<file path="config.mk">
export PLATFORM = sky130hd
export DESIGN_NAME = bsx_exec
export DESIGN_NICKNAME = d
export VERILOG_FILES = /design/src/design/bsx_pkg.sv /design/src/design/bsx_exec.sv /design/src/design/bsx_bit_test.sv
export SDC_FILE = /design/constraint.sdc
export NUM_CORES = 1
export LEC_CHECK = 0
export BUFFER_PORTS_ARGS = -buffer_cell sky130_fd_sc_hd__buf_4
export CAP_MARGIN = 20
export CORE_MARGIN = 2
export CORE_UTILIZATION = 48
export CTS_CLUSTER_DIAMETER = 100
export DETAILED_ROUTE_END_ITERATION = 8
export HOLD_SLACK_MARGIN = 0.08
export PLACE_DENSITY = 0.85
export SETUP_SLACK_MARGIN = 0.15
export SLEW_MARGIN = 20
export SYNTH_ARGS = -nofsm -noshare
export SYNTH_HDL_FRONTEND = slang
export SYNTH_HIERARCHICAL = 1
export SYNTH_SLANG_ARGS = --single-unit
</file>
<file path="constraint.sdc">
create_clock -name clk_i -period 2.1 [get_ports clk_i]
set_clock_uncertainty 0.1 [all_clocks]
set_input_delay 0 -clock clk_i [delete_from_list [all_inputs] [get_ports clk_i]]
set_output_delay 0 -clock clk_i [all_outputs]
set_load 0.05 [all_outputs]
</file>
<file path="src/design/bsx_pkg.sv">
// Purpose: shared constants for the bit-skip and subroutine-jump executor
// Assumes: 12-bit instruction words, 11-bit program counter
// Notes:   field positions live here; port widths are written out in each module
`default_nettype none
package bsx_pkg;
    localparam int          INSTR_W     = 12;
    localparam int          PC_W        = 11;
    localparam int          DATA_W      = 8;
    localparam int          FADDR_W     = 5;
    localparam int          BIDX_W      = 3;
    localparam int          OPC_HI      = 11;
    localparam int          OPC_LO      = 8;
    localparam logic [3:0]  OPC_CALL    = 4'h9;
    localparam logic [3:0]  OPC_SKIPSET = 4'h7;
    localparam int          BIDX_HI     = 7;
    localparam int          BIDX_LO     = 5;
    localparam int          FADDR_HI    = 4;
    localparam int          FADDR_LO    = 0;
    localparam int          IMM_HI      = 7;
    localparam int          IMM_LO      = 0;
    localparam int          PAGE_HI     = 6;
    localparam int          PAGE_LO     = 5;
    localparam logic        PC8_CALL    = 1'h0;
    localparam logic [10:0] PC_RESET    = 11'h000;
    localparam logic [10:0] PC_STEP     = 11'h001;
    localparam logic [4:0]  ADDR_RESET  = 5'h00;
    localparam logic [11:0] INSTR_RESET = 12'h000;
endpackage
`default_nettype wire

</file>
<file path="src/design/bsx_exec.sv">
// Purpose: executes the bit-test-skip-if-set and subroutine jump
// Assumes: one instruction per cycle at clk_i; stack and memories outside
// Notes:   other opcodes simply advance the program counter by one
// Contract
// - subroutine jump decoded from upper nibble 1001
// - push program counter plus one on the jump's edge
// - immediate loads program counter bits 7..0
// - status page bits load counter bits 10..9
// - program counter bit 8 forced zero
`default_nettype none
module bsx_exec (
    input  wire logic        clk_i,
    input  wire logic        rst_n_i,
    input  wire logic        instr_valid_i,
    input  wire logic [11:0] instr_i,
    input  wire logic [7:0]  reg_data_i,
    input  wire logic [7:0]  status_i,
    output logic [4:0]       reg_addr_o,
    output logic [10:0]      program_counter_o,
    output logic             stack_push_o,
    output logic [10:0]      stack_data_o,
    output logic             no_operation_cycle_o
);
    // one-hot sequencer codes; flush marks the slot whose word is dropped
    typedef enum logic [1:0] {
        BSX_RUN   = 2'h1,
        BSX_FLUSH = 2'h2
    } bsx_state_t;

    // sequencer group
    bsx_state_t  state;
    bsx_state_t  next_state;

    // program counter group
    logic [10:0] next_pc;

    // stack request group
    logic        next_push;
    logic [10:0] next_stack;

    // dropped-slot marker group
    logic        next_nop;

    // register address group
    logic [4:0]  next_addr;

    // decode of the word offered in this cycle
    logic [2:0]  bit_index;
    logic        tested_bit;
    logic        slot_dropped;
    logic        exec_slot;
    logic        call_now;
    logic        skip_now;
    logic        skip_taken;

    // counter step shared by ordinary, skipped and dropped slots
    function automatic logic [10:0] pc_step(
        input logic [10:0] pc
    );
        return pc + bsx_pkg::PC_STEP;
    endfunction

    // field extractors; positions come from the package only
    function automatic logic [3:0] opcode_of(
        input logic [11:0] word
    );
        return word[bsx_pkg::OPC_HI:bsx_pkg::OPC_LO];
    endfunction

    function automatic logic [2:0] bit_index_of(
        input logic [11:0] word
    );
        return word[bsx_pkg::BIDX_HI:bsx_pkg::BIDX_LO];
    endfunction

    function automatic logic [4:0] reg_addr_of(
        input logic [11:0] word
    );
        return word[bsx_pkg::FADDR_HI:bsx_pkg::FADDR_LO];
    endfunction

    // opcode tests used by the slot decode
    function automatic logic is_call(
        input logic [11:0] word
    );
        return opcode_of(word) == bsx_pkg::OPC_CALL;
    endfunction

    function automatic logic is_skip_set(
        input logic [11:0] word
    );
        return opcode_of(word) == bsx_pkg::OPC_SKIPSET;
    endfunction

    // bit 8 is forced low, so every entry sits in a lower half page
    function automatic logic [10:0] call_target(
        input logic [11:0] word,
        input logic [7:0]  status
    );
        return {
            status[bsx_pkg::PAGE_HI:bsx_pkg::PAGE_LO],
            bsx_pkg::PC8_CALL,
            word[bsx_pkg::IMM_HI:bsx_pkg::IMM_LO]
        };
    endfunction

    assign bit_index = bit_index_of(instr_i);

    // register data is expected back in the same cycle as the word
    bsx_bit_test u_bit (
        .data_i  (reg_data_i),
        .index_i (bit_index),
        .bit_o   (tested_bit)
    );

    // a word arriving in the dropped slot is never decoded
    assign slot_dropped = (state == BSX_FLUSH);
    assign exec_slot    = instr_valid_i && !slot_dropped;
    assign call_now     = exec_slot && is_call(instr_i);
    assign skip_now     = exec_slot && is_skip_set(instr_i);
    assign skip_taken   = skip_now && tested_bit;

    // sequencer: one dropped slot after a call or a taken skip
    always_comb begin
        next_state = BSX_RUN;
        case (state)
            BSX_RUN: begin
                // a clear bit or any other opcode keeps the one-cycle pace
                if (call_now || skip_taken) begin
                    next_state = BSX_FLUSH;
                end
            end
            BSX_FLUSH: begin
                // the flush lasts one cycle whatever arrives in it
                next_state = BSX_RUN;
            end
            default: begin
                // an illegal code falls back to normal execution
                next_state = BSX_RUN;
            end
        endcase
    end

    always_ff @(posedge clk_i) begin
        if (!rst_n_i) begin
            state <= BSX_RUN;
        end else begin
            state <= next_state;
        end
    end

    // program counter: the jump target, else one step per valid slot
    always_comb begin
        next_pc = program_counter_o;
        if (call_now) begin
            next_pc = call_target(instr_i, status_i);
        end else if (instr_valid_i) begin
            // skipped and dropped words still move the counter on, so it
            // always names the word after the one being offered
            next_pc = pc_step(program_counter_o);
        end
    end

    always_ff @(posedge clk_i) begin
        if (!rst_n_i) begin
            program_counter_o <= bsx_pkg::PC_RESET;
        end else begin
            program_counter_o <= next_pc;
        end
    end

    // stack request: return address leaves with the call, on the same edge as the jump
    always_comb begin
        next_push  = 1'b0;
        next_stack = stack_data_o;
        if (call_now) begin
            next_push  = 1'b1;
            next_stack = pc_step(program_counter_o);
        end
    end

    // the return address is held between pushes so the stack may latch late
    always_ff @(posedge clk_i) begin
        if (!rst_n_i) begin
            stack_push_o <= 1'b0;
            stack_data_o <= bsx_pkg::PC_RESET;
        end else begin
            stack_push_o <= next_push;
            stack_data_o <= next_stack;
        end
    end

    // dropped-slot marker: one pulse per flushed cycle
    // an idle bus during the flush still yields the pulse
    always_comb begin
        next_nop = slot_dropped;
    end

    always_ff @(posedge clk_i) begin
        if (!rst_n_i) begin
            no_operation_cycle_o <= 1'b0;
        end else begin
            no_operation_cycle_o <= next_nop;
        end
    end

    // register address: informational copy, one cycle behind the word
    always_comb begin
        next_addr = reg_addr_of(instr_i);
    end

    always_ff @(posedge clk_i) begin
        if (!rst_n_i) begin
            reg_addr_o <= bsx_pkg::ADDR_RESET;
        end else begin
            reg_addr_o <= next_addr;
        end
    end

endmodule
`default_nettype wire

</file>
<file path="src/design/bsx_bit_test.sv">
// Purpose: select one bit of an 8-bit data value
// Assumes: index within 0..7
// Notes:   purely combinational
`default_nettype none
module bsx_bit_test (
    input  wire logic [7:0] data_i,
    input  wire logic [2:0] index_i,
    output logic            bit_o
);
    assign bit_o = data_i[index_i];
endmodule
`default_nettype wire

</file>
### After elaboration in Yosys (flattened, before gate mapping)

Index checks and enable logic that the tools add are counted.
W data, S select, Z words.

| storage, ports and cells | value |
|---|---|
| register bits | 31 |
| input port bits | 31 |
| output and inout bits | 29 |
| ROM bits | 0 |
| RAM bits | 0 |
| latch bits | 0 |
| memories | 0 |

| operators by class | value |
|---|---|
| bitwise operators | 1 |
| shift operators | 0 |
| $mul | 0 |
| eq/ne operators | 4 |
| div/mod/pow operators | 0 |
| reduce and logical (&&, ||, !) cells | 9 |
| order comparisons | 1 |
| add/sub/neg operators | 1 |
| muxes and demuxes | 6 |

Operators by type and width:

| kind | count |
|---|---|
| $mux W11 | 2 |
| $add A11 B1 Y11 const B | 1 |
| $eq A4 B3 Y1 const B | 1 |
| $eq A4 B4 Y1 const B | 1 |
| $logic_and A1 B1 Y1 | 4 |
| $lt A3 B4 Y1 const B | 1 |
| $bmux W1 S3 | 1 |
| $eq A2 B1 Y1 const B | 1 |
| $eq A2 B2 Y1 const B | 1 |
| $mux W1 | 2 |
| $mux W2 | 1 |
| $reduce_and A2 Y1 | 1 |
| $reduce_bool A2 Y1 | 1 |
| $reduce_or A2 Y1 | 1 |
| $logic_not A1 Y1 | 1 |
| $logic_or A1 B1 Y1 | 1 |
| $not A1 Y1 | 1 |

### Longest topological paths before layout

| depth | value |
|---|---|
| word-level depth | 7 |
| mapped depth | 7 |

### By module

The synthesis kept the hierarchy.

Modules (own cells, without submodules):

| module | seq. area each (um^2) | area each (um^2) | times used | cells each |
|---|---|---|---|---|
| bsx_exec | 620.6 | 1445.1 | 1 | 160 |
| bsx_bit_test | 0.0 | 63.8 | 1 | 3 |

### Least setup slack after synthesis

No wires, ideal clock.

| path | value |
|---|---|
| kind | register to register |
| from | register program_counter_o[0] |
| to | register program_counter_o[10] |
| setup slack | -115 ps |
| path buffers | 0 |
| data required time | 1883 ps |
| data arrival time | 1997 ps |
| stages on the path, launching flop included | 6 |
| period minus slack after synthesis | 2215 ps |
| cells stage by stage | dfxtp_1 -> ha_1 -> nand3_1 -> nor4_1 -> o21ai_0 -> a32o_1 |

| on the way | value |
|---|---|
| word-level cells in the longest chain between the ends | 3 |

RTL lines:

| element | RTL line | source |
|---|---|---|
| start, declared | bsx_exec.sv:19 | `output logic [10:0] program_counter_o,` |
| start signal, assigned | bsx_exec.sv:166 | `program_counter_o <= bsx_pkg::PC_RESET;` |
| start signal, assigned | bsx_exec.sv:168 | `program_counter_o <= next_pc;` |
| $add A11 B1 Y11 | bsx_exec.sv:60 | `return pc + bsx_pkg::PC_STEP;` |
| $mux W11 | bsx_exec.sv:157 | `end else if (instr_valid_i) begin` |
| $mux W11 | bsx_exec.sv:155 | `if (call_now) begin` |

No other way between the ends. The select of a mux whose other input is x is not followed.
A chain may end at the register's enable or synchronous reset.

### Worst setup path in the final report

Ends and elaborated chain as after synthesis.

==> impl_metrics.py <==
metrics = {
    "status": {
        "status": "complete, no violations",
    },
    "logic_synthesis": {
        "synth_edf_count": 0,
        "synth-seq-cells": 31,
        "ys.flop_type": "dfxtp_1",
        "netlist_area_um2": 1509,
        "synth_nets": 195,
        "synth.avg_cell_area_um2": 9.257,
        "yosysWarnings": 6,
        "async_flop_share_pct": 0,
        "synth_cells": 163,
        "yosysSeqAreaShare_pct": 41.13,
        "ys_types": 43,
    },
    "final_layout": {
        "final_util_pct": 71.82,
        "layout_common_cells": "buf_4 (57), dfxtp_1 (26), dlygate4sd3_1 (17), a21oi_1 (11), o21ai_0 (11)",
        "final_common_cell": "buf_4",
        "drive_gt1_share_pct": 32.19,
        "diodes": 0,
        "fillers": 234,
        "nets": 265,
        "area_delta_synth_final_pct": 44.11,
    },
    "sta": {
        "worst_pin_slew_ns": 0.4369,
        "tns_ns": 0,
        "fin_hold_ws_ns": 0.09666,
        "fmax_ghz": 0.5269,
        "period_needed_ns": 1.898,
        "finalCritPeriodShare_pct": 90.38,
        "setup_viol": 0,
        "hold_viol_final": 0,
        "finalWorstSetupSlack_ns": 0.2020,
        "drv_slew": 0,
        "relSlewSlack_pct": 70.84,
        "rsz0062_at_grt": "true",
    },
    "route": {
        "drc": 0,
        "postRouteAntennaNets": 0,
        "vias_per_cell": 5.628,
        "via_count": 1559,
        "drt-pass1-iter-count": 4,
        "drtIter0Drc": 48,
        "routed_wl_um": 4097,
        "wl_per_cell_um": 14.79,
    },
    "worst_setup_path": {
        "start_kind": "register",
        "end_kind": "register",
        "cp_max_fo": 8,
        "r2r_cells": 5,
        "rrSetupSlack_ns": 0.20,
        "arrival_ns": 2.04,
        "path_class": "register to register",
        "cp.required_ns": 2.24,
    },
    "placement": {
        "dp_hpwl_um": 2659,
        "io_buffers": 53,
        "gp_congestion": 0.8550,
        "pre_cts_slack_ns": 0.2341,
    },
    "power_and_ir_drop": {
        "sw_frac_of_total_pct": 27.57,
        "max-vdd-ir-drop_mv": 0.5134,
        "seqPwrFrac_pct": 52.2,
        "p_per_area_nw_per_um2": 543.2,
        "p_total_mw": 1.181,
        "leakagePower_nw": 0.9002,
        "switching_power_uw": 325.7,
        "power.share.clock_pct": 29.9,
        "p_int_uw": 855.6,
        "combPwrFrac_pct": 17.9,
    },
    "cts": {
        "cts_buffer_depth": 2,
        "cts_tree": "built",
        "clock_sinks": 31,
        "clk_latency_ns": 0.34,
        "cts_root_buf": "clkbuf_4",
        "numCtsBuffers": 5,
        "cts.clk_slew.worst_paths_ns": 0.10,
        "htreeDepth": 2,
    },
    "global_routing": {
        "grt_use_total_pct": 24.87,
        "grt_pass1_vias": 1442,
        "grt-ovfl-total": 0,
        "grt_max_degree": 20,
        "antenna_found_initial": 0,
        "grt_pass1_wl_um": 6624,
    },
    "floorplan": {
        "io_pins": 60,
        "dieWidth_um": 60.07,
        "die_h_um": 60.07,
        "core_region_area_um2": 3028,
        "initial_core_util_pct": 49.83,
        "die_area_um2": 3608,
        "row_count": 20,
    },
    "flow_run": {
        "drv_cap": 0,
    },
    "min_path": {
        "min_path_cells": 5,
        "hold_path.class": "primary input to register",
    },
}
[per-stage QoR]
stage,cells,area (um2)
after floorplan,163,1521
after global placement,253,1939
after detailed placement,253,1939
after CTS,278,2176
after global routing,277,2175
final,277,2175
[synth_stat cells (all sizes together) (2+ instances only)]
| library cell | instances | area [um2] |
|---|---|---|
| dfxtp | 31 | 620.6 |
| a21oi | 11 | 55.05 |
| o21ai | 11 | 55.05 |
| nor2 | 10 | 37.54 |
| buf | 8 | 53.80 |
| nor3 | 8 | 51.30 |
| a22o | 7 | 61.31 |
| inv | 7 | 26.28 |
| nand2 | 7 | 26.28 |
| xnor2 | 6 | 52.55 |
| and2 | 4 | 25.02 |
| nand3 | 4 | 20.02 |
| nand4 | 4 | 25.02 |
| nor4 | 4 | 25.02 |
| a311oi | 3 | 26.28 |
| clkbuf | 3 | 11.26 |
| o21a | 3 | 22.52 |
| o31ai | 3 | 22.52 |
| a31oi | 2 | 12.51 |
| a32o | 2 | 20.02 |
| mux2 | 2 | 22.52 |
| mux4 | 2 | 52.55 |
| nand4b | 2 | 17.52 |
| o31a | 2 | 17.52 |
| o41a | 2 | 22.52 |
| xor2 | 2 | 17.52 |
[critical path, stage by stage (launching register included)]
cell and delay [ns]:
dfxtp_2 0.41, ha_1 0.25, nand3_1 0.33, nor4_4 0.32, o21ai_0 0.14, a32o_1 0.26
[flip-flops by register name, indices dropped and copies added, names as in the netlist]
register and count:
stack_data_o 11, reg_addr_o 5, no_operation_cycle_o 1, state 2, stack_push_o 1, program_counter_o 11
[layout make-up]
type                       count  area, um2  area share, %
sequential                    31      626.9          28.83
multi-input combinational    113      808.3          37.17
timing repair buffer          74      598.1          27.50
tap                           44      55.05          2.532
inverter                       8      30.03          1.381
clock buffer                   6      51.30          2.359
clock inverter                 1      5.005         0.2301
[metal layers]
layer,vias up,wire length (um),track usage [%]
met2,78,2006,40.22
met5,-,0,0
met3,20,338,5.844
li1,752,-,-
met1,709,1613,30.68
met4,0,139,12.70
[path summary, 6_finish.rpt]
| check | from | to |
|---|---|---|
| setup / recovery | program_counter_o[0] | program_counter_o[10] |
| hold / removal | instr_i[10] | program_counter_o[0] |
| setup reg to reg | program_counter_o[0] | program_counter_o[10] |
| hold reg to reg | stack_data_o[2] | stack_data_o[2] |
[power by group through the flow]
stage                     combinational, mW  clock (mW)  sequential (mW)
after floorplan                      0.0660           0            0.674
after global placement                0.183           0            0.629
after detailed placement              0.185           0            0.630
after CTS                             0.211       0.359            0.616
after global routing                  0.226       0.381            0.619
final                                 0.212       0.353            0.617
[logic make-up after synthesis]
kind of cell    after synthesis  share of synthesized area [%]
flops                        31                          41.13
fa+ha+maj                     1                         0.8291
buf+inv                      19                          6.302
xor+xnor                      8                          4.644
mux                           5                          5.638
simple gates                 49                          17.99
compound gates               50                          23.47
[timing repair]
item                                   CTS  global route
setup endpoints to repair                0            13
hold buffers                            18             0
endpoints found under the hold margin   24             0
setup buffers                            0             0
gates resized for setup                  0             1
Note: power is estimated with default switching activity, not from simulation.
